[src/flash_ctrl_pkg.sv]
// Constants shared by the flash command and security controller
//==========================================================================
// Contract
// - Every reset copies the nonvolatile options byte into the options reg.
// - Backdoor enable bit 7 clear refuses any backdoor unlock.
// - Matching 8-byte key written in ascending order unsecures until reset.
// - Only secured firmware key writes count; debug writes never count.
// - Options bit 6 set disables vector redirection; clear enables it.
// - Security field 1:0 alone means unsecured; other codes mean secure.
// - While secure, unsecured sources and debug are blocked from memory.
// - A passing blank check sets the security field to 1:0 until reset.
// - Config bit 5 makes key-window writes key compares, else commands.
// - Protection loads at reset, always readable, only debug may write.
// - Protection bit 0 clear protects selected block; set unprotects all.
// - Bits 7:1 set end of unprotected area; high end refuses changes.
// - Writing 1 to bit 7 launches; cleared on launch, set when empty.
// - Only burst programs may queue behind a running operation.
// - Bit 6 sets when idle and empty, clears on launch, ignores writes.
// - Command touching protected location is ignored; sets w1c bit 5.
// - Bad sequence, no divider, stop while busy set w1c bit 4.
// - Blank check over erased array sets bit 2; valid launch clears it.
// - Codes 05 blank check, 20 byte program, 25 burst program.
// - Codes 40 erases one 512-byte page, 41 erases whole array.
// - Any other command code raises access error without executing.
// - Divider-loaded flag set by first divider write; gates program/erase.
package flash_ctrl_pkg;

  //========================================================================
  // Register offsets on the plain register port
  localparam logic [2:0] OFS_DIVIDER = 3'h0;
  localparam logic [2:0] OFS_OPTIONS = 3'h1;
  localparam logic [2:0] OFS_CONFIG  = 3'h2;
  localparam logic [2:0] OFS_PROTECT = 3'h3;
  localparam logic [2:0] OFS_STATUS  = 3'h4;
  localparam logic [2:0] OFS_COMMAND = 3'h5;

  //========================================================================
  // Field positions
  localparam int BIT_BACKDOOR_EN   = 7;
  localparam int BIT_REDIRECT_DIS  = 6;
  localparam int BIT_KEY_ACCESS    = 5;
  localparam int BIT_PROT_DISABLE  = 0;
  localparam int BIT_BUF_EMPTY     = 7;
  localparam int BIT_CMD_COMPLETE  = 6;
  localparam int BIT_PROT_VIOL     = 5;
  localparam int BIT_ACCESS_ERR    = 4;
  localparam int BIT_ARRAY_BLANK   = 2;
  localparam int BIT_DIV_LOADED    = 7;

  //========================================================================
  // Security codes and reset values
  localparam logic [1:0] SEC_UNSECURED = 2'h2;
  localparam logic [7:0] RST_DIVIDER   = 8'h00;
  localparam logic [7:0] RST_CONFIG    = 8'h00;
  localparam logic [7:0] RST_COMMAND   = 8'h00;

  //========================================================================
  // Command codes
  localparam logic [7:0] CMD_BLANK_CHECK = 8'h05;
  localparam logic [7:0] CMD_BYTE_PROG   = 8'h20;
  localparam logic [7:0] CMD_BURST_PROG  = 8'h25;
  localparam logic [7:0] CMD_PAGE_ERASE  = 8'h40;
  localparam logic [7:0] CMD_MASS_ERASE  = 8'h41;

  //========================================================================
  // Address layout: key window and 512-byte pages
  localparam logic [15:0] KEY_BASE   = 16'hFFB0;
  localparam int          KEY_BYTES  = 8;
  localparam int          PAGE_BITS  = 9;

endpackage : flash_ctrl_pkg

[src/flash_command_security_ctrl.sv]
// Flash command launch, protection and security control
//
// The strobed register port and the address map were decided locally.
`timescale 1ns/1ns
module flash_command_security_ctrl
  import flash_ctrl_pkg::*;
#(
  parameter int ADDR_W = 16
)(
  input  wire logic              clk,
  input  wire logic              rstn,
  input  wire logic [2:0]        regAddr,
  input  wire logic [7:0]        regWdata,
  input  wire logic              regWr,
  input  wire logic              regRd,
  input  wire logic              debugAccess,
  output logic      [7:0]        regRdata,
  input  wire logic              flashWr,
  input  wire logic [ADDR_W-1:0] flashAddr,
  input  wire logic [7:0]        flashWdata,
  input  wire logic [7:0]        nvOptions,
  input  wire logic [7:0]        nvProtect,
  input  wire logic [63:0]       storedKey,
  input  wire logic              stopEntry,
  input  wire logic              arrayDone,
  input  wire logic              arrayBlank,
  output logic                   arrayStart,
  output logic      [7:0]        arrayCmd,
  output logic      [ADDR_W-1:0] arrayAddr,
  output logic      [7:0]        arrayData,
  output logic                   secured,
  output logic                   debugBlock,
  output logic                   vectorRedirectEn
);

  typedef enum {SEQ_IDLE, SEQ_DATA, SEQ_CMD} seq_t;

  typedef struct packed {
    logic              loaded;
    logic [7:0]        options;
    logic [1:0]        secState;
    logic [7:0]        config_;
    logic [7:0]        protect;
    logic [7:0]        divider;
    logic              divLoaded;
    logic [7:0]        command;
    logic              bufEmpty;
    logic              protViol;
    logic              accessErr;
    logic              arrayBlankF;
    seq_t              seq;
    logic [ADDR_W-1:0] seqAddr;
    logic [7:0]        seqData;
    logic              pendValid;
    logic [7:0]        pendCmd;
    logic [ADDR_W-1:0] pendAddr;
    logic [7:0]        pendData;
    logic              active;
    logic [7:0]        activeCmd;
    logic              start;
    logic [7:0]        rdata;
    logic              secFlag;
    logic              redirEn;
  } ctrl_state_t;

  ctrl_state_t st;
  ctrl_state_t next_st;

  //========================================================================
  // Decode helpers
  function automatic logic cmdLegal(input logic [7:0] c);
    cmdLegal = (c == CMD_BLANK_CHECK) || (c == CMD_BYTE_PROG) ||
               (c == CMD_BURST_PROG) || (c == CMD_PAGE_ERASE) ||
               (c == CMD_MASS_ERASE);
  endfunction : cmdLegal

  function automatic logic inKeyWindow(input logic [ADDR_W-1:0] a);
    inKeyWindow = (a >= KEY_BASE[ADDR_W-1:0]) &&
                  (a < KEY_BASE[ADDR_W-1:0] + ADDR_W'(KEY_BYTES));
  endfunction : inKeyWindow

  // Protected area sits above the boundary formed from bits 7:1
  function automatic logic isProtected(input logic [7:0] prot,
                                       input logic [ADDR_W-1:0] a,
                                       input logic [7:0] c);
    logic [ADDR_W-1:0] lastFree;
    lastFree = {prot[7:1], {PAGE_BITS{1'b1}}};
    if (prot[BIT_PROT_DISABLE])
      isProtected = 1'b0;
    else if (c == CMD_MASS_ERASE || c == CMD_BLANK_CHECK)
      isProtected = (c == CMD_MASS_ERASE);
    else
      isProtected = a > lastFree;
  endfunction : isProtected

  //========================================================================
  // Key checker: only secured firmware writes reach it
  logic keyAccess;
  logic keyWr;
  logic keyRestart;
  logic keyMatch;
  logic [ADDR_W-1:0] keyOffset;

  assign keyAccess  = st.config_[BIT_KEY_ACCESS];
  assign keyOffset  = flashAddr - KEY_BASE[ADDR_W-1:0];
  assign keyWr      = flashWr && keyAccess && !debugAccess &&
                      inKeyWindow(flashAddr) && st.loaded;
  assign keyRestart = regWr && regAddr == OFS_CONFIG &&
                      regWdata[BIT_KEY_ACCESS] && !keyAccess;

  unlock_key_checker u_key (
    .clk      (clk),
    .rstn     (rstn),
    .restart  (keyRestart),
    .keyWr    (keyWr),
    .keyIndex (keyOffset[2:0]),
    .keyData  (flashWdata),
    .storedKey(storedKey),
    .keyMatch (keyMatch)
  );

  //========================================================================
  // Write qualifiers
  logic busy;
  logic cfgWr;
  logic statWr;
  logic launchWr;
  logic cmdWr;
  logic seqFlashWr;
  logic pendCanQueue;

  assign busy       = st.active || st.pendValid;
  assign cfgWr      = regWr && regAddr == OFS_CONFIG;
  assign statWr     = regWr && regAddr == OFS_STATUS;
  assign launchWr   = statWr && regWdata[BIT_BUF_EMPTY];
  assign cmdWr      = regWr && regAddr == OFS_COMMAND;
  assign seqFlashWr = flashWr && !(keyAccess && inKeyWindow(flashAddr));
  // A queued burst needs a burst running and an empty buffer
  assign pendCanQueue = st.activeCmd == CMD_BURST_PROG &&
                        st.command == CMD_BURST_PROG &&
                        !st.pendValid;

  //========================================================================
  // Next-state logic for registers, sequencer and array handoff
  always_comb begin
    next_st       = st;
    next_st.start = 1'b0;
    next_st.rdata = 8'h00;

    // Nonvolatile bytes copied once after every reset
    if (!st.loaded) begin
      next_st.loaded   = 1'b1;
      next_st.options  = nvOptions;
      next_st.secState = nvOptions[1:0];
      next_st.protect  = nvProtect;
    end

    // Register reads, data returned the next cycle
    if (regRd) begin
      if (regAddr == OFS_DIVIDER)
        next_st.rdata = {st.divLoaded, st.divider[6:0]};
      else if (regAddr == OFS_OPTIONS)
        next_st.rdata = {st.options[7:6], 4'h0, st.secState};
      else if (regAddr == OFS_CONFIG)
        next_st.rdata = {2'h0, st.config_[BIT_KEY_ACCESS], 5'h00};
      else if (regAddr == OFS_PROTECT)
        next_st.rdata = st.protect;
      else if (regAddr == OFS_STATUS)
        next_st.rdata = {st.bufEmpty, !busy, st.protViol,
                         st.accessErr, 1'b0, st.arrayBlankF, 2'h0};
      else if (regAddr == OFS_COMMAND)
        next_st.rdata = st.command;
      else
        next_st.rdata = 8'h00;
    end

    // Plain register writes
    if (regWr && regAddr == OFS_DIVIDER) begin
      next_st.divider   = regWdata;
      next_st.divLoaded = 1'b1;
    end
    if (cfgWr)
      next_st.config_ = {2'h0, regWdata[BIT_KEY_ACCESS], 5'h00};
    // Application writes to protection are dropped
    if (regWr && regAddr == OFS_PROTECT && debugAccess)
      next_st.protect = regWdata;

    // Key access dropping triggers the comparison
    if (cfgWr && keyAccess && !regWdata[BIT_KEY_ACCESS] &&
        st.options[BIT_BACKDOOR_EN] && keyMatch)
      next_st.secState = SEC_UNSECURED;

    // Error flags: software clears first so a same-cycle set wins
    if (statWr && regWdata[BIT_PROT_VIOL])
      next_st.protViol = 1'b0;
    if (statWr && regWdata[BIT_ACCESS_ERR])
      next_st.accessErr = 1'b0;
    if (stopEntry && busy)
      next_st.accessErr = 1'b1;

    // Command sequence: array write, command code, then launch
    if (seqFlashWr) begin
      if (st.seq == SEQ_IDLE && st.bufEmpty) begin
        next_st.seq     = SEQ_DATA;
        next_st.seqAddr = flashAddr;
        next_st.seqData = flashWdata;
      end else begin
        next_st.accessErr = 1'b1;
        next_st.seq       = SEQ_IDLE;
      end
    end else if (cmdWr) begin
      if (st.seq == SEQ_DATA) begin
        next_st.seq     = SEQ_CMD;
        next_st.command = regWdata;
      end else begin
        next_st.accessErr = 1'b1;
        next_st.seq       = SEQ_IDLE;
      end
    end else if (launchWr) begin
      next_st.seq = SEQ_IDLE;
      if (st.seq != SEQ_CMD || !cmdLegal(st.command))
        next_st.accessErr = 1'b1;
      else if (!st.divLoaded)
        next_st.accessErr = 1'b1;
      else if (busy && !pendCanQueue)
        next_st.accessErr = 1'b1;
      else if (isProtected(st.protect, st.seqAddr, st.command))
        next_st.protViol = 1'b1;
      else begin
        next_st.bufEmpty    = 1'b0;
        next_st.pendValid   = 1'b1;
        next_st.pendCmd     = st.command;
        next_st.pendAddr    = st.seqAddr;
        next_st.pendData    = st.seqData;
        next_st.arrayBlankF = 1'b0;
      end
    end

    // Array finishing; a passing blank check unsecures the part
    if (st.active && arrayDone) begin
      next_st.active = 1'b0;
      if (st.activeCmd == CMD_BLANK_CHECK && arrayBlank) begin
        next_st.arrayBlankF = 1'b1;
        next_st.secState    = SEC_UNSECURED;
      end
    end

    // Buffered command moves to the idle array, freeing the buffer
    if (st.pendValid && (!st.active || arrayDone)) begin
      next_st.active    = 1'b1;
      next_st.pendValid = 1'b0;
      next_st.activeCmd = st.pendCmd;
      next_st.start     = 1'b1;
      next_st.bufEmpty  = 1'b1;
    end

    // Output levels registered so the pins never see decode glitches
    next_st.secFlag = next_st.secState != SEC_UNSECURED;
    next_st.redirEn = !next_st.options[BIT_REDIRECT_DIS];
  end

  //========================================================================
  // State register; nonvolatile loads happen on the first clocked edge
  always_ff @(posedge clk or negedge rstn) begin
    if (!rstn) begin
      st          <= '0;
      st.seq      <= SEQ_IDLE;
      st.divider  <= RST_DIVIDER;
      st.config_  <= RST_CONFIG;
      st.command  <= RST_COMMAND;
      st.bufEmpty <= 1'b1;
      st.secFlag  <= 1'b1; // Cleared security code reads as secure
      st.redirEn  <= 1'b1;
    end else begin
      st <= next_st;
    end
  end

  //========================================================================
  // Outputs straight from state
  assign regRdata         = st.rdata;
  assign arrayStart       = st.start;
  assign arrayCmd         = st.activeCmd;
  assign arrayAddr        = st.pendAddr;
  assign arrayData        = st.pendData;
  assign secured          = st.secFlag;
  assign debugBlock       = st.secFlag;
  assign vectorRedirectEn = st.redirEn;

  //========================================================================
  // Checks on the behaviour above
  chk_options_reload:
  assert property (@(posedge clk) disable iff (!rstn)
    !st.loaded |=> st.options == $past(nvOptions))
  else $error("options not loaded from nonvolatile byte");

  chk_key_disabled:
  assert property (@(posedge clk) disable iff (!rstn)
    st.loaded && !st.options[BIT_BACKDOOR_EN] && secured &&
    !(st.active && arrayDone) |=> secured)
  else $error("security dropped with backdoor disabled");

  chk_debug_block:
  assert property (@(posedge clk) disable iff (!rstn)
    debugBlock == (st.secState != SEC_UNSECURED))
  else $error("debug block disagrees with security field");

  chk_protect_user:
  assert property (@(posedge clk) disable iff (!rstn)
    st.loaded && regWr && regAddr == OFS_PROTECT && !debugAccess
    |=> $stable(st.protect))
  else $error("application write changed protection");

  chk_launch_clear:
  assert property (@(posedge clk) disable iff (!rstn)
    launchWr && st.seq == SEQ_CMD && cmdLegal(st.command) &&
    st.divLoaded && !busy &&
    !isProtected(st.protect, st.seqAddr, st.command)
    |=> !st.bufEmpty ##1 st.bufEmpty && arrayStart)
  else $error("launch did not clear then refill buffer flag");

  chk_viol_set:
  assert property (@(posedge clk) disable iff (!rstn)
    launchWr && st.seq == SEQ_CMD && cmdLegal(st.command) &&
    st.divLoaded && !busy &&
    isProtected(st.protect, st.seqAddr, st.command)
    |=> st.protViol && !arrayStart)
  else $error("protected command not flagged");

  chk_illegal_code:
  assert property (@(posedge clk) disable iff (!rstn)
    launchWr && st.seq == SEQ_CMD && !cmdLegal(st.command)
    |=> st.accessErr && !st.pendValid)
  else $error("illegal code did not raise access error");

  chk_no_divider:
  assert property (@(posedge clk) disable iff (!rstn)
    !st.divLoaded && !(regWr && regAddr == OFS_DIVIDER)
    |=> !arrayStart)
  else $error("array started before divider written");

  chk_blank_unsec:
  assert property (@(posedge clk) disable iff (!rstn)
    st.active && arrayDone && arrayBlank &&
    st.activeCmd == CMD_BLANK_CHECK
    |=> !secured && st.arrayBlankF)
  else $error("blank pass did not unsecure part");

endmodule : flash_command_security_ctrl

[src/unlock_key_checker.sv]
// Sequential comparator for the eight-byte backdoor key
`timescale 1ns/1ns
module unlock_key_checker
  import flash_ctrl_pkg::*;
(
  input  wire logic        clk,
  input  wire logic        rstn,
  input  wire logic        restart,
  input  wire logic        keyWr,
  input  wire logic [2:0]  keyIndex,
  input  wire logic [7:0]  keyData,
  input  wire logic [63:0] storedKey,
  output logic             keyMatch
);

  typedef struct packed {
    logic [3:0] count;
    logic       fail;
    logic       lastWr;
  } key_state_t;

  key_state_t st;
  key_state_t next_st;

  //========================================================================
  // Byte n must land at index n; gaps or back-to-back writes spoil it
  always_comb begin
    next_st = st;
    next_st.lastWr = keyWr;
    if (restart) begin
      next_st.count = 4'h0;
      next_st.fail  = 1'b0;
    end else if (keyWr) begin
      if (st.lastWr || st.count >= 4'(KEY_BYTES) ||
          {1'b0, keyIndex} != st.count ||
          storedKey[8*keyIndex +: 8] != keyData)
        next_st.fail = 1'b1;
      if (st.count < 4'(KEY_BYTES))
        next_st.count = st.count + 4'h1;
    end
  end

  // State register
  always_ff @(posedge clk or negedge rstn) begin
    if (!rstn)
      st <= '0;
    else
      st <= next_st;
  end

  assign keyMatch = (st.count == 4'(KEY_BYTES)) && !st.fail;

endmodule : unlock_key_checker

[config.mk]
export PLATFORM = sky130hd
export DESIGN_NAME = flash_command_security_ctrl
export DESIGN_NICKNAME = d
export VERILOG_FILES = /design/src/flash_ctrl_pkg.sv /design/src/flash_command_security_ctrl.sv /design/src/unlock_key_checker.sv
export SDC_FILE = /design/constraint.sdc
export NUM_CORES = 1
export LEC_CHECK = 0
export ABC_AREA = 1
export BUFFER_PORTS_ARGS = -buffer_cell sky130_fd_sc_hd__buf_2
export CAP_MARGIN = 20
export CORE_UTILIZATION = 45
export CTS_CLUSTER_DIAMETER = 60
export DETAILED_ROUTE_END_ITERATION = 16
export GPL_ROUTABILITY_DRIVEN = 0
export HOLD_SLACK_MARGIN = 0.05
export PLACE_DENSITY = 0.68
export SETUP_SLACK_MARGIN = 0.3
export SLEW_MARGIN = 30
export SYNTH_ARGS = -nofsm -noshare
export SYNTH_HDL_FRONTEND = slang
export SYNTH_SLANG_ARGS = --single-unit
[constraint.sdc]
create_clock -name clk -period 2.5 [get_ports clk]
set_input_delay 0.375 -clock clk [delete_from_list [all_inputs] [get_ports clk]]
set_output_delay 0.375 -clock clk [all_outputs]
set_load 0.1 [all_outputs]
# Yosys cells after proc, flatten, opt, wreduce, memory -nomap -nowiden
# Index checks and enable logic that the tools add are counted.
# word_totals
inputBits	124
regBits	155
output_inout_bits	44
wordCells	200
# classes
addsub	2
n_reduce_logical	68
n_bitwise	5
shift	1
order_cmp	5
n_mux	66
eq_ne	24
# ops
cell	count
33-bit two-way mux	7
8-bit two-way mux	9
32-bit two-way mux	2
64-bit by 7-bit variable part select with 8-bit output	1
36-bit two-way mux	1
1-bit two-way mux	33
32-bit by 2-bit equality test with 1-bit output, second input constant	1
32-bit zero test	1
32-bit by 3-bit inequality test with 1-bit output, second input constant	1
1-bit logical AND	31
8-bit by 6-bit equality test with 1-bit output, second input constant	3
2-bit two-way mux	9
8-bit by 3-bit equality test with 1-bit output, second input constant	2
8-bit by 7-bit equality test with 1-bit output, second input constant	2
16-bit greater-or-equal comparator, second input constant	1
16-bit greater-than comparator	1
16-bit < comparator, second input constant	1
7-bit AND reduction	2
2-bit by 1-bit inequality test with 1-bit output, second input constant	6
2-bit nonzero test	6
1-bit zero test	11
1-bit logical OR	11
10-bit two-way mux	1
5-bit two-way mux	2
18 further kinds	26

# Depth between registers and ports, before layout
# Gate-level depths: netlist of the first run.
# depth
word_depth	20
depth_mapped	15
depth_no_buf	13

# By module
# Synthesis of the first run repeated with hierarchy kept, for this count alone.
# unflattened
cells_unflattened	890
area_unflattened_um2	6772.7
# by_module_without_submodules
module	instances	area_each_um2	seq_area_each_um2	cells_each
flash_command_security_ctrl	1	5482.8	2831.5	646
unlock_key_checker	1	1290.0	150.1	244

# Worst setup path before layout of the first run
# No wires, ideal clock.
# synth_path
kind	register to register
start	register st[74] (netlist bit)
end	register st, in the netlist arrayAddr[0]
path_slack_ns	0.691
arrival_ns	1.686
stages_incl_launch_ff	13
t_required_ns	2.377
n_path_buf	1
period_less_slack_ns	1.809
setup_time_ns	0.123
path_cell_list	dfrtp_1 > ha_1 > a21oi_1 > nor2_1 > o21ai_0 > nand2_1 > nand3_1 > nand2_1 > nand2_1 > nand2_4 > clkbuf_1 > o21ai_0 > nand2_1
# synth_via
elab_chain_cells	11
# synth_rtl
element	line	text
from (decl)	flash_command_security_ctrl.sv:66	ctrl_state_t st;
from (signal assigned)	flash_command_security_ctrl.sv:275	st <= next_st;
16-bit greater-than comparator	flash_command_security_ctrl.sv:93	isProtected = a > lastFree;
1-bit two-way mux	flash_command_security_ctrl.sv:90	else if (c == CMD_MASS_ERASE || c == CMD_BLANK_CHECK)
1-bit two-way mux	flash_command_security_ctrl.sv:88	if (prot[BIT_PROT_DISABLE])
1-bit two-way mux	flash_command_security_ctrl.sv:225	else if (busy && !pendCanQueue)
1-bit two-way mux	flash_command_security_ctrl.sv:223	else if (!st.divLoaded)
1-bit two-way mux	flash_command_security_ctrl.sv:221	if (st.seq != SEQ_CMD || !cmdLegal(st.command))
1-bit two-way mux	flash_command_security_ctrl.sv:219	end else if (launchWr) begin
1-bit two-way mux	flash_command_security_ctrl.sv:211	end else if (cmdWr) begin
1-bit two-way mux	flash_command_security_ctrl.sv:202	if (seqFlashWr) begin
1-bit inverter (no source line)	--	
7-bit AND reduction (no source line)	--	
# No other way between the ends. The select of a mux whose other input is x is not followed.
# A chain may end at the register's enable or synchronous reset.

# Final worst setup path of the first run
# layout_path
start	register st[72] (netlist bit)
end	register st, in the netlist arrayAddr[7]
# Same word-level chain as after synthesis.

==> metrics.json, run 1 <==
{
  "layout.filler_cells": {"value": 1346},
  "hold_crit_endpoint": {"value": "vectorRedirectEn"},
  "power-per-cell-area": {"value": 828, "unit": "mW/mm²"},
  "leak": {"value": 4.34, "unit": "nW"},
  "critPathMaxFanout": {"value": 10},
  "part_of_the_yosys_area_used_for_sequential_elements": {"value": 46.1, "unit": "%"},
  "wire_per_inst": {"value": 14.1, "unit": "µm"},
  "boundaryPins": {"value": 168},
  "die_height": {"value": 122, "unit": "µm"},
  "pwr_total": {"value": 6.48, "unit": "mW"},
  "cp_slowest_cell": {"value": "sky130_fd_sc_hd__dfrtp_1"},
  "critical_path.reg2reg.startpoint": {"value": "st[72]"},
  "number_of_sinks_handled_by_clock_tree_synthesis": {"value": 119},
  "syn-cell-area": {"value": 0.00647, "unit": "mm²"},
  "timing.critical_path.mode_cell": {"value": "sky130_fd_sc_hd__nand2_1"},
  "finish.utilization": {"value": 56.2, "unit": "%"},
  "critPathTopFamily": {"value": "simple AND/OR/NAND/NOR gates"},
  "areaGrowthSynthToFinish": {"value": 21.0, "unit": "%"},
  "cts_buffers": {"value": 17},
  "setup_repair_after_global_routing_missed_its_margin": {"value": "no"},
  "hold-path-cell-count": {"value": 2},
  "number_of_synthesized_flops_with_an_enable_pin": {"value": 0},
  "drt_first_pass_iters": {"value": 5},
  "hpwlAfterDp": {"value": 12200, "unit": "µm"},
  "power_frac_clock": {"value": 37.6, "unit": "%"},
  "synthDistinctLibCells": {"value": 40},
  "h_tree_level_count": {"value": 4},
  "hold_crit_start": {"value": "nvOptions[6]"},
  "floorplan.initialDensity": {"value": 46.4, "unit": "%"},
  "hold_viol": {"value": 0},
  "rows": {"value": 43},
  "drive_gt1_share": {"value": 25.3, "unit": "%"},
  "max-clock-path-buffers": {"value": 2},
  "synth_top_cell_by_area": {"value": "sky130_fd_sc_hd__dfrtp_1"},
  "period_minus_slack": {"value": 2.02, "unit": "ns"},
  "combPwrFrac": {"value": 24.6, "unit": "%"},
  "worstPathCellList": {"value": "ha_1, a21oi_1, a21oi_1, nor2_1, nand2_1, nand3_1, nand2_1, nand2_2, nand2_4, buf_4, o21ai_0, nand2_1"},
  "worst-slew-pin-transition": {"value": 0.535, "unit": "ns"},
  "p_int": {"value": 4.17, "unit": "mW"},
  "maxSlewHeadroom": {"value": 64.1, "unit": "%"},
  "synthArstFlopShare": {"value": 100, "unit": "%"},
  "worst_skew_pair.late_latency": {"value": 0.41, "unit": "ns"},
  "postSynthNetCount": {"value": 968},
  "arrival": {"value": 2.32, "unit": "ns"},
  "worst-r2r-setup-slack": {"value": 0.48, "unit": "ns"},
  "port-buffer-count": {"value": 163},
  "crit-reg2reg-capture": {"value": "arrayAddr[7]"},
  "grt_pass1_wl": {"value": 26600, "unit": "µm"},
  "root_buffer": {"value": "sky130_fd_sc_hd__clkbuf_16"},
  "finalClockSkew": {"value": 0.00961, "unit": "ns"},
  "seq_power_share": {"value": 37.8, "unit": "%"},
  "preCtsSetupSlack": {"value": 0.358, "unit": "ns"},
  "cp-end-kind": {"value": "register"},
  "antenna_found_initial": {"value": 2},
  "crit_buf_inv": {"value": 1},
  "switchingPower": {"value": 2.31, "unit": "mW"},
  "dieWidth": {"value": 122, "unit": "µm"},
  "cts_tree": {"value": "built"},
  "drv_cap": {"value": 0},
  "timing.reg2reg.worst_path_depth": {"value": 12},
  "worstSetupPathType": {"value": "register to register"},
  "postSynthAreaPerCell": {"value": 7.75, "unit": "µm²"},
  "critPathLaunchType": {"value": "register"},
  "synth.area.top_cells": {"value": "sky130_fd_sc_hd__dfrtp_1, sky130_fd_sc_hd__nand2_1, sky130_fd_sc_hd__inv_1"},
  "drc": {"value": 0},
  "design.die.area": {"value": 0.0149, "unit": "mm²"},
  "first_global_vias": {"value": 5363},
  "grt_overflow_total": {"value": 0},
  "final.period_utilization": {"value": 80.9, "unit": "%"},
  "postSynth.topFlopCell": {"value": "sky130_fd_sc_hd__dfrtp_1"},
  "yosys_register_bits": {"value": 119},
  "vdd_ir_drop_max": {"value": 0.504, "unit": "mV"},
  "slowest_delay": {"value": 0.40, "unit": "ns"},
  "final_net_count": {"value": 1096},
  "run_status": {"value": "finished, final reports clean"},
  "max_freq": {"value": 495, "unit": "MHz"},
  "dr.first_iter.drc_count": {"value": 407},
  "synth.most_common_cell": {"value": "sky130_fd_sc_hd__nand2_1"},
  "setup_viol": {"value": 0},
  "switching_share": {"value": 35.6, "unit": "%"},
  "vias_per_cell": {"value": 4.94},
  "holdCritPathClass": {"value": "primary input to register"},
  "syn_inst": {"value": 835},
  "req_time_crit_path": {"value": 2.79, "unit": "ns"},
  "design.core.area": {"value": 0.0139, "unit": "mm²"},
  "grt_use_total": {"value": 23.3, "unit": "%"},
  "detailroute.via_count": {"value": 5718},
  "antenna_violating_nets_post_route": {"value": 0},
  "clk_transition_reported_paths": {"value": 0.06, "unit": "ns"},
  "synth.top_cells.by_count": {"value": "sky130_fd_sc_hd__nand2_1, sky130_fd_sc_hd__dfrtp_1, sky130_fd_sc_hd__inv_1"},
  "yosys.area.top_type_share": {"value": 44.9, "unit": "%"},
  "count_of_final_max_slew_check_failures": {"value": 0},
  "drt_wl_total": {"value": 16300, "unit": "µm"},
  "ys.warnings.count": {"value": 0},
  "grt_max_degree": {"value": 70},
  "tns": {"value": 0, "unit": "ns"},
  "setup_slack": {"value": 0.479, "unit": "ns"}
}
-- how the worst max path moves through the flow --
stage	startpoint	endpoint	slack, ns	cells past startpoint
after global placement	st[133]	arrayAddr[7]	0.41	13
final	st[72]	arrayAddr[7]	0.48	12
after global routing	st[136]	arrayAddr[3]	0.32	14
after CTS	st[133]	arrayAddr[7]	0.36	13
after detailed placement	st[133]	arrayAddr[7]	0.36	13
after floorplan	st[74]	arrayAddr[0]	0.69	12
-- cell families (layout without fill, tap and decap cells) --
| kind of cell | after synthesis | in the layout | share of synthesized area (%) |
|---|---|---|---|
| other | 1 | 2 | 0.0580 |
| AO/OA/AOI/OAI | 123 | 123 | 10.4 |
| AND/OR/NAND/NOR | 384 | 384 | 25.9 |
| adder cells (fa/ha/maj) | 9 | 9 | 1.74 |
| XOR/XNOR | 1 | 1 | 0.135 |
| flip-flops | 119 | 119 | 46.1 |
| buffers and inverters | 188 | 329 | 13.9 |
| multiplexers | 10 | 10 | 1.74 |
-- layout make-up --
class	instances	area (µm²)	area share, %
multi-input combinational	528	2590	33.1
antenna	1	2.50	0.0320
tap	180	225	2.88
clock buffer	19	453	5.79
inverter	120	450	5.76
timing repair buffer	177	976	12.5
sequential	119	2980	38.1
clock inverter	13	146	1.87
-- metal layers --
metal / wire (µm) / up-vias / GRT usage [%]
li1: - / 2887 / -
met5: 8 / - / 0
met3: 1030 / 23 / 5.81
met4: 215 / 2 / 6.02
met1: 7730 / 2621 / 33.9
met2: 7290 / 185 / 34.5
-- sequential cells by signal, indices dropped and copies added (netlist names) --
name and flops:
st 69, debugBlock 1, vectorRedirectEn 1, arrayStart 1, arrayData 8, arrayAddr 16, arrayCmd 8, keyAccess 1
u_key.st 6, regRdata 8
-- what timing repair did --
item,in CTS,in global routing
hold buffers,1,0
setup endpoints to repair,0,33
endpoints found under the hold margin,24,0
resized for setup,0,6
buffers inserted,0,1
-- cell usage in the layout, fill, tap and decap left out, types with 10 or more instances in the layout --
cell type	instances
sky130_fd_sc_hd__nand3_1	58
sky130_fd_sc_hd__clkbuf_16	17
sky130_fd_sc_hd__buf_4	10
sky130_fd_sc_hd__nand2_1	246
sky130_fd_sc_hd__buf_2	162
sky130_fd_sc_hd__nor2_1	38
sky130_fd_sc_hd__inv_1	109
sky130_fd_sc_hd__o21ai_0	79
sky130_fd_sc_hd__a21oi_1	18
sky130_fd_sc_hd__mux2_2	10
sky130_fd_sc_hd__dfrtp_1	116
sky130_fd_sc_hd__nand4_1	15
-- power groups by stage --
stage / sequential, mW / clock [mW] / combinational, mW
global route: 2.49 / 2.57 / 1.76
floorplan: 2.43 / 0 / 1.29
detailed placement: 2.47 / 0 / 1.59
CTS: 2.44 / 2.47 / 1.60
global placement: 2.47 / 0 / 1.56
finish: 2.45 / 2.43 / 1.59
-- per-stage QoR --
stage	std cells	cell area, µm²	hold WS [ns]
6_report	1157	7830	0.149
4_1_cts	1155	7800	0.148
5_1_grt	1156	7820	0.151
3_3_place_gp	1122	7190	0.311
2_1_floorplan	835	6470	0.0794
3_5_place_dp	1122	7190	0.309
Power figures use the tool's default switching activity.
==> run 2, diff against run 1 <==
--- a/config.mk
+++ b/config.mk
@@ -5,7 +5,7 @@
 export SDC_FILE = /design/constraint.sdc
 export NUM_CORES = 1
 export LEC_CHECK = 0
-export ABC_AREA = 1
+export ABC_AREA = 0
 export BUFFER_PORTS_ARGS = -buffer_cell sky130_fd_sc_hd__buf_2
 export CAP_MARGIN = 20
 export CORE_UTILIZATION = 45
==> constraint.sdc (replaced) <==
create_clock -name clk -period 1.95 [get_ports clk]
set_input_delay 0.2925 -clock clk [delete_from_list [all_inputs] [get_ports clk]]
set_output_delay 0.2925 -clock clk [all_outputs]
set_load 0.1 [all_outputs]
==> run 2 against run 1 <==
  * Synthesized area fell by 3.6%
  * Combinational power increased by 25%
  * The flow now finishes with violations (setup timing)
  * Die area is 3.5% lower
  * Largest cell class is now multi-input gates
  * Sequential share of layout area fell by 3.7 points
  * Clock power increased by 13%
  * Synthesized cell count is 38% lower
  * Core utilization rose by 8.6 points
  * Critical path depth decreased by 4
  * Clock skew shrank 0.0016 ns
  * Non-clock buffer count is 91 higher
==> metrics.json, run 2 <==
{
  "boundaryPins": {"value": 168, "change": "unchanged"},
  "critPathMaxFanout": {"value": 18, "change": "+8"},
  "setup_repair_after_global_routing_missed_its_margin": {"value": "yes"},
  "dieWidth": {"value": 120, "unit": "µm", "change": "-1.8%"},
  "worst-r2r-setup-slack": {"value": -0.64, "unit": "ns", "change": "-1.11 ns"},
  "floorplan.initialDensity": {"value": 46.5, "unit": "%", "change": "+0.11 points"},
  "worst_skew_pair.late_latency": {"value": 0.42, "unit": "ns", "change": "about the same"},
  "critPathLaunchType": {"value": "register"},
  "postSynth.topFlopCell": {"value": "sky130_fd_sc_hd__dfrtp_1"},
  "hpwlAfterDp": {"value": 12000, "unit": "µm", "change": "-1.9%"},
  "setup_slack": {"value": -0.635, "unit": "ns", "change": "-1.11 ns"},
  "cts_tree": {"value": "built"},
  "critical_path.endpoint": {"value": "arrayData[3]"},
  "grt_max_degree": {"value": 53, "change": "-24%"},
  "layout.cells.most_common_list": {"value": "sky130_fd_sc_hd__buf_2, sky130_fd_sc_hd__dfrtp_1, sky130_fd_sc_hd__buf_4, sky130_fd_sc_hd__mux2_4, sky130_fd_sc_hd__nand2_1"},
  "switching_share": {"value": 27.8, "unit": "%", "change": "-7.8 points"},
  "detailroute.via_count": {"value": 4950, "change": "-13%"},
  "synth.area.top_cells": {"value": "sky130_fd_sc_hd__dfrtp_1, sky130_fd_sc_hd__mux2_2, sky130_fd_sc_hd__mux2_4"},
  "antenna_violating_nets_post_route": {"value": 0, "change": "unchanged"},
  "combPwrFrac": {"value": 25.5, "unit": "%", "change": "+0.9 points"},
  "part_of_the_yosys_area_used_for_sequential_elements": {"value": 47.8, "unit": "%", "change": "+1.7 points"},
  "crit-reg2reg-capture": {"value": "arrayData[3]"},
  "slowest_delay": {"value": 0.46, "unit": "ns", "change": "+0.06 ns"},
  "critical_path.reg2reg.startpoint": {"value": "st[72]"},
  "antenna_found_initial": {"value": 1, "change": "-1"},
  "leak": {"value": 4.47, "unit": "nW", "change": "+3.0%"},
  "largest-register": {"value": "st"},
  "preCtsSetupSlack": {"value": -0.742, "unit": "ns", "change": "-1.10 ns"},
  "final_common_cell": {"value": "sky130_fd_sc_hd__buf_2"},
  "max_freq": {"value": 387, "unit": "MHz", "change": "-22%"},
  "first_global_vias": {"value": 5272, "change": "-1.7%"},
  "cp_slowest_cell": {"value": "sky130_fd_sc_hd__or3_4"},
  "req_time_crit_path": {"value": 2.24, "unit": "ns", "change": "-0.55 ns"},
  "hold_crit_start": {"value": "nvOptions[0]"},
  "wire_per_inst": {"value": 18.0, "unit": "µm", "change": "+28%"},
  "dp.cells": {"value": 881, "change": "-21%"},
  "grt_use_total": {"value": 24.7, "unit": "%", "change": "+1.3 points"},
  "die_height": {"value": 120, "unit": "µm", "change": "-1.8%"},
  "finalClockSkew": {"value": 0.00803, "unit": "ns", "change": "-0.00158 ns"},
  "cp-end-kind": {"value": "register"},
  "yosys_register_bits": {"value": 119, "change": "unchanged"},
  "postSynthAreaPerCell": {"value": 12.0, "unit": "µm²", "change": "+55%"},
  "finish.utilization": {"value": 64.8, "unit": "%", "change": "+8.6 points"},
  "grt_pass1_wl": {"value": 27000, "unit": "µm", "change": "+1.7%"},
  "drt_wl_total": {"value": 16800, "unit": "µm", "change": "+3.4%"},
  "vdd_ir_drop_max": {"value": 0.716, "unit": "mV", "change": "+42%"},
  "count_of_final_max_slew_check_failures": {"value": 0, "change": "unchanged"},
  "largest_register_ff_count": {"value": 69, "change": "unchanged"},
  "dr.first_iter.drc_count": {"value": 236, "change": "-42%"},
  "yosys.area.top_type_share": {"value": 46.5, "unit": "%", "change": "+1.7 points"},
  "number_of_sinks_handled_by_clock_tree_synthesis": {"value": 119, "change": "unchanged"},
  "design.die.area": {"value": 0.0143, "unit": "mm²", "change": "-3.5%"},
  "design.core.area": {"value": 0.0134, "unit": "mm²", "change": "-3.8%"},
  "synth.top_cells.by_count": {"value": "sky130_fd_sc_hd__dfrtp_1, sky130_fd_sc_hd__mux2_2, sky130_fd_sc_hd__buf_4"},
  "h_tree_level_count": {"value": 4, "change": "unchanged"},
  "final.period_utilization": {"value": 133, "unit": "%", "change": "+52 points"},
  "crit_start": {"value": "st[72]"},
  "drive_gt1_share": {"value": 54.9, "unit": "%", "change": "+30 points"},
  "hold_ws": {"value": 0.107, "unit": "ns", "change": "-0.0419 ns"},
  "power_frac_clock": {"value": 35.5, "unit": "%", "change": "-2.1 points"},
  "number_of_antenna_cells_inserted": {"value": 0, "change": "-1"},
  "syn-cell-area": {"value": 0.00624, "unit": "mm²", "change": "-3.6%"},
  "timing.critical_path.mode_cell": {"value": "sky130_fd_sc_hd__a21oi_1"},
  "worstPathCellList": {"value": "ha_1, a21oi_1, a21oi_1, a2111oi_0, nor4b_1, or3_4, buf_12, mux2_1"},
  "seq_power_share": {"value": 38.9, "unit": "%", "change": "+1.1 points"},
  "drt_first_pass_iters": {"value": 5, "change": "unchanged"},
  "period_minus_slack": {"value": 2.59, "unit": "ns", "change": "+0.564 ns"},
  "arrival": {"value": 2.88, "unit": "ns", "change": "+0.56 ns"},
  "run_status": {"value": "finished with violations"},
  "cts_buffers": {"value": 17, "change": "unchanged"},
  "ys.warnings.count": {"value": 0, "change": "unchanged"},
  "holdCritPathClass": {"value": "primary input to register"},
  "critPathTopFamily": {"value": "compound AO/OA/AOI/OAI gates"},
  "clk_transition_reported_paths": {"value": 0.06, "unit": "ns", "change": "about the same"},
  "hold_viol": {"value": 0, "change": "unchanged"},
  "areaGrowthSynthToFinish": {"value": 39.2, "unit": "%"},
  "max-clock-path-buffers": {"value": 2, "change": "unchanged"},
  "synth_top_cell_by_area": {"value": "sky130_fd_sc_hd__dfrtp_1"},
  "synth.most_common_cell": {"value": "sky130_fd_sc_hd__dfrtp_1"},
  "cp_num_cells": {"value": 8, "change": "-4"},
  "number_of_synthesized_flops_with_an_enable_pin": {"value": 0, "change": "unchanged"},
  "p_int": {"value": 5.60, "unit": "mW", "change": "+34%"},
  "final-instance-count-excl-fill": {"value": 935, "change": "-19%"},
  "switchingPower": {"value": 2.15, "unit": "mW", "change": "-6.6%"},
  "postSynthNetCount": {"value": 654, "change": "-32%"},
  "port-buffer-count": {"value": 163, "change": "unchanged"},
  "synthArstFlopShare": {"value": 100, "unit": "%", "change": "unchanged"},
  "hold-path-cell-count": {"value": 3, "change": "+1"},
  "synthDistinctLibCells": {"value": 56, "change": "+40%"},
  "timing.reg2reg.worst_path_depth": {"value": 8, "change": "-4"},
  "drv_cap": {"value": 0, "change": "unchanged"},
  "rows": {"value": 42, "change": "-2.3%"},
  "drc": {"value": 0, "change": "unchanged"},
  "grt_overflow_total": {"value": 0, "change": "unchanged"},
  "worstSetupPathType": {"value": "register to register"},
  "power-per-cell-area": {"value": 893, "unit": "mW/mm²", "change": "+7.9%"},
  "tns": {"value": -20.74, "unit": "ns", "change": "-20.74 ns"},
  "root_buffer": {"value": "sky130_fd_sc_hd__clkbuf_16"},
  "vias_per_cell": {"value": 5.29, "change": "+7.1%"},
  "crit_buf_inv": {"value": 1, "change": "unchanged"},
  "violations": {"value": "setup timing"},
  "syn_inst": {"value": 521, "change": "-38%"},
  "setup_viol": {"value": 43, "change": "+43"},
  "final_net_count": {"value": 880, "change": "-20%"}
}
==> run 2: cell count changes in the layout (fill, tap and decap cells not counted), sizes merged, moves of 9 or more <==
cell | before | now
mux2 | 10 | 79
inv | 121 | 16
mux2i | 0 | 23
mux4 | 0 | 12
o21ai | 83 | 16
nand2 | 248 | 36
clkbuf | 19 | 29
buf | 176 | 263
and2 | 0 | 10
nor2 | 44 | 28
nand3 | 60 | 6
o221ai | 9 | 0
==> run 2: worst min path at each step <==
| stage | slack, ns | end |
|---|---|---|
| 2_1_floorplan | -0.003 | arrayAddr[0] |
| 3_3_place_gp | 0.26 | arrayAddr[9] |
| 3_5_place_dp | 0.26 | arrayAddr[8] |
| 4_1_cts | 0.11 | debugBlock |
| 5_1_grt | 0.11 | debugBlock |
| 6_report | 0.11 | debugBlock |
==> run 2: cells by family (layout without fill, tap and decap cells) <==
logic type | count (synthesis) | in the layout | share of synthesized area [%]
compound gates | 60 | 60 | 6.18
mux | 114 | 114 | 23.7
fa+ha+maj | 9 | 9 | 1.81
other cells | 1 | 1 | 0.0601
buf+inv | 77 | 315 | 7.60
flops | 119 | 119 | 47.8
simple gates | 128 | 128 | 11.0
xor+xnor | 13 | 13 | 1.83
==> run 2: cell type report <==
class,count,area [µm²]
clock buffer,26,489
clock inverter,5,25.0
fill,1009,4720
inverter,16,67.6
multi-input combinational,325,3080
sequential,119,2980
tap,176,220
timing repair buffer,268,1820
==> run 2: worst min-delay path, stage by stage <==
cell and delay, ns:
sky130_fd_sc_hd__buf_2 0.10, sky130_fd_sc_hd__inv_1 0.05, sky130_fd_sc_hd__a221oi_1 0.07
==> run 2: per-stage QoR <==
step | total power, mW | area (µm²)
after CTS | 7.68 | 8550
after floorplan | 3.98 | 6400
after global placement | 4.69 | 7630
after detailed placement | 4.77 | 7630
final | 7.75 | 8680
after global routing | 8.06 | 8680
==> run 2: repair_timing <==
action / in CTS / in global routing
pin swaps: 8 / 12
hold buffers: 2 / 0
setup endpoints to repair: 76 / 88
gates cloned: 4 / 0
resized for setup: 48 / 24
hold endpoints to repair: 31 / 0
setup buffers: 14 / 3
==> run 2: layer usage <==
layer | up-vias | global-route usage (%) | share of wire (%)
met5 | - | 0 | 0.077
met4 | 2 | 9.45 | 1.8
met3 | 29 | 5.42 | 4.6
met2 | 160 | 40.9 | 50
met1 | 2479 | 31.5 | 43
li1 | 2280 | - | -
==> run 2: power by group through the flow <==
stage / clock network [mW] / logic (mW) / registers (mW)
2_1_floorplan: 0 / 0.932 / 3.05
3_3_place_gp: 0 / 1.68 / 3.02
3_5_place_dp: 0 / 1.74 / 3.04
4_1_cts: 2.78 / 1.89 / 3.01
5_1_grt: 2.89 / 2.12 / 3.05
6_report: 2.75 / 1.98 / 3.02
==> run 3, diff against run 2 <==
--- a/config.mk
+++ b/config.mk
@@ -14,6 +14,7 @@
 export GPL_ROUTABILITY_DRIVEN = 0
 export HOLD_SLACK_MARGIN = 0.05
 export PLACE_DENSITY = 0.68
+export RECOVER_POWER = 25
 export SETUP_SLACK_MARGIN = 0.3
 export SLEW_MARGIN = 30
 export SYNTH_ARGS = -nofsm -noshare
==> run 3 against run 2 <==
  * The run still ends with setup timing left
  * Critical path depth stayed put
  * Setup slack better by 0.0021 ns
  * Total power is 0.12% lower
  * Final area is 0.22% lower
  * Final cell count stayed put
  * Sequential power hardly changed
  * Core utilization is 0.14 points lower
  * Wire length hardly changed
  * Clock power hardly changed
  * Register-to-register slack hardly changed
  * First-iteration DRC count stayed put
==> metrics.json, run 3 (same netlist as run 2, synthesis figures left out) <==
{
  "run_status": {"value": "finished with violations"},
  "violations": {"value": "setup timing"},
  "die_height": {"value": 120, "unit": "µm", "change": "unchanged"},
  "period_minus_slack": {"value": 2.58, "unit": "ns", "change": "-0.00212 ns"},
  "finalClockSkew": {"value": 0.00667, "unit": "ns", "change": "-0.00136 ns"},
  "drt_first_pass_iters": {"value": 4, "change": "-1"},
  "regArea": {"value": 0.00298, "unit": "mm²", "change": "unchanged"},
  "count_of_final_max_slew_check_failures": {"value": 0, "change": "unchanged"},
  "setup_viol": {"value": 42, "change": "-2.3%"},
  "vias_per_cell": {"value": 5.30, "change": "+0.10%"},
  "largest-register": {"value": "st"},
  "cts_tree": {"value": "built"},
  "floorplan.initialDensity": {"value": 46.5, "unit": "%", "change": "unchanged"},
  "critPathMaxFanout": {"value": 18, "change": "unchanged"},
  "hold_crit_start": {"value": "nvOptions[0]"},
  "worst-r2r-setup-slack": {"value": -0.63, "unit": "ns", "change": "about the same"},
  "worstSetupPathType": {"value": "register to register"},
  "design.core.area": {"value": 0.0134, "unit": "mm²", "change": "unchanged"},
  "holdCritPathClass": {"value": "primary input to register"},
  "clk_transition_reported_paths": {"value": 0.06, "unit": "ns", "change": "about the same"},
  "number_of_sinks_handled_by_clock_tree_synthesis": {"value": 119, "change": "unchanged"},
  "rows": {"value": 42, "change": "unchanged"},
  "final.period_utilization": {"value": 132, "unit": "%", "change": "about the same"},
  "design.die.area": {"value": 0.0143, "unit": "mm²", "change": "unchanged"},
  "power-per-cell-area": {"value": 894, "unit": "mW/mm²", "change": "about the same"},
  "vdd_ir_drop_max": {"value": 0.709, "unit": "mV", "change": "-1.1%"},
  "finish.utilization": {"value": 64.6, "unit": "%", "change": "-0.14 points"},
  "dieWidth": {"value": 120, "unit": "µm", "change": "unchanged"},
  "boundaryPins": {"value": 168, "change": "unchanged"},
  "port-buffer-count": {"value": 163, "change": "unchanged"},
  "dp.cells": {"value": 881, "change": "unchanged"},
  "crit-reg2reg-capture": {"value": "arrayData[0]"},
  "setup_slack": {"value": -0.633, "unit": "ns", "change": "+0.00212 ns"},
  "maxSlewHeadroom": {"value": 47.1, "unit": "%"},
  "critPathLaunchType": {"value": "register"},
  "setup_repair_after_global_routing_missed_its_margin": {"value": "yes"},
  "cts_buffers": {"value": 17, "change": "unchanged"},
  "worst-slew-pin-transition": {"value": 0.793, "unit": "ns"},
  "grt_max_degree": {"value": 53, "change": "unchanged"},
  "timing.reg2reg.worst_path_depth": {"value": 8, "change": "unchanged"},
  "cp-end-kind": {"value": "register"},
  "wire_per_inst": {"value": 18.0, "unit": "µm", "change": "about the same"},
  "req_time_crit_path": {"value": 2.25, "unit": "ns", "change": "about the same"},
  "arrival": {"value": 2.88, "unit": "ns", "change": "about the same"},
  "hold_ws": {"value": 0.110, "unit": "ns", "change": "+0.00265 ns"},
  "layout.filler_cells": {"value": 1012, "change": "+0.30%"},
  "drv_cap": {"value": 0, "change": "unchanged"},
  "drt_wl_total": {"value": 16800, "unit": "µm", "change": "about the same"},
  "h_tree_level_count": {"value": 4, "change": "unchanged"},
  "multi_input_combinational_cell_area": {"value": 0.00308, "unit": "mm²", "change": "unchanged"},
  "leak": {"value": 4.46, "unit": "nW", "change": "-0.22%"},
  "largest_register_ff_count": {"value": 69, "change": "unchanged"},
  "hold_viol": {"value": 0, "change": "unchanged"},
  "areaGrowthSynthToFinish": {"value": 38.9, "unit": "%"},
  "critical_path.reg2reg.startpoint": {"value": "st[72]"},
  "grt_use_total": {"value": 24.7, "unit": "%", "change": "unchanged"},
  "grt_pass1_wl": {"value": 27000, "unit": "µm", "change": "unchanged"},
  "hold-path-cell-count": {"value": 3, "change": "unchanged"},
  "final_common_cell": {"value": "sky130_fd_sc_hd__buf_2"},
  "layout.cells.most_common_list": {"value": "sky130_fd_sc_hd__buf_2, sky130_fd_sc_hd__dfrtp_1, sky130_fd_sc_hd__buf_4, sky130_fd_sc_hd__mux2_4, sky130_fd_sc_hd__nand2_1"},
  "max-clock-path-buffers": {"value": 2, "change": "unchanged"},
  "grt_overflow_total": {"value": 0, "change": "unchanged"},
  "hold_crit_endpoint": {"value": "debugBlock"},
  "final_net_count": {"value": 880, "change": "unchanged"},
  "number_of_antenna_cells_inserted": {"value": 0, "change": "unchanged"},
  "worst_skew_pair.late_latency": {"value": 0.41, "unit": "ns", "change": "about the same"},
  "final-instance-count-excl-fill": {"value": 935, "change": "unchanged"},
  "detailroute.via_count": {"value": 4955, "change": "+0.10%"},
  "max_freq": {"value": 387, "unit": "MHz", "change": "about the same"},
  "drc": {"value": 0, "change": "unchanged"},
  "dr.first_iter.drc_count": {"value": 236, "change": "unchanged"},
  "antenna_found_initial": {"value": 1, "change": "unchanged"},
  "hpwlAfterDp": {"value": 12000, "unit": "µm", "change": "unchanged"},
  "root_buffer": {"value": "sky130_fd_sc_hd__clkbuf_16"},
  "drive_gt1_share": {"value": 54.8, "unit": "%", "change": "-0.13 points"},
  "antenna_violating_nets_post_route": {"value": 0, "change": "unchanged"},
  "first_global_vias": {"value": 5272, "change": "unchanged"}
}
==> run 3: cell types whose count changed in the layout (fill, tap and decap cells not counted) <==
cell | before | now
sky130_fd_sc_hd__buf_12 | 6 | 5
sky130_fd_sc_hd__clkbuf_2 | 0 | 1
sky130_fd_sc_hd__buf_4 | 87 | 85
sky130_fd_sc_hd__clkbuf_4 | 3 | 4
sky130_fd_sc_hd__clkbuf_1 | 6 | 7
==> run 3: where the power goes <==
| group | internal (mW) | switching [mW] | total (mW) |
|---|---|---|---|
| Sequential | 2.79 | 0.231 | 3.02 |
| Clock | 1.70 | 1.05 | 2.75 |
| Combinational | 1.10 | 0.872 | 1.97 |
==> run 3: worst max-delay path: stages, from the launching register on <==
cell                        delay, ns
sky130_fd_sc_hd__dfrtp_1         0.38
sky130_fd_sc_hd__ha_1            0.34
sky130_fd_sc_hd__a21oi_1         0.18
sky130_fd_sc_hd__a21oi_1         0.11
sky130_fd_sc_hd__a2111oi_0       0.33
sky130_fd_sc_hd__nor4b_1         0.14
sky130_fd_sc_hd__or3_4           0.46
sky130_fd_sc_hd__buf_12          0.19
sky130_fd_sc_hd__mux2_1          0.32
==> run 3: what timing repair did <==
action	in CTS	in global routing
gates cloned	4	0
pin swaps	8	12
resized for setup	48	24
endpoints found under the hold margin	31	0
hold buffers	2	0
setup endpoints to repair	76	88
buffers inserted	14	3
==> run 3: cell type report <==
cell class	count	share of cell area, %
inverters	16	0.780
multi-input cells	325	35.5
repair buffers	268	20.8
clock buffers	26	5.65
well taps	176	2.54
flip-flops and latches	119	34.4
clock inverters	5	0.289
==> run 3: worst max-delay path by stage <==
stage | startpoint | endpoint | slack (ns) | depth (start not counted)
after detailed placement | arrayCmd[6] | arrayData[4] | -0.74 | 7
final | st[72] | arrayData[0] | -0.63 | 8
after global placement | arrayCmd[6] | arrayData[3] | -0.64 | 7
after CTS | arrayCmd[4] | arrayData[0] | -0.58 | 7
after floorplan | st[120] | arrayAddr[0] | -0.46 | 8
after global routing | st[136] | arrayData[0] | -0.73 | 9
==> run 3: metal layers <==
metal	share of wire (%)	up-vias	GRT usage [%]
met5	0.077	-	0
met4	1.6	2	9.45
met3	4.9	23	5.42
met2	50	168	40.9
met1	43	2481	31.5
li1	-	2281	-
==> run 3: metrics by stage <==
| step | TNS, ns | cell area [µm²] | total power [mW] | worst slack, ns |
|---|---|---|---|---|
| after detailed placement | -24.69 | 7630 | 4.77 | -0.742 |
| final | -20.64 | 8660 | 7.74 | -0.633 |
| after global routing | -24.21 | 8660 | 8.05 | -0.730 |
| after global placement | -20.82 | 7630 | 4.69 | -0.638 |
| after floorplan | -13.91 | 6400 | 3.98 | -0.456 |
| after CTS | -19.28 | 8550 | 7.68 | -0.581 |
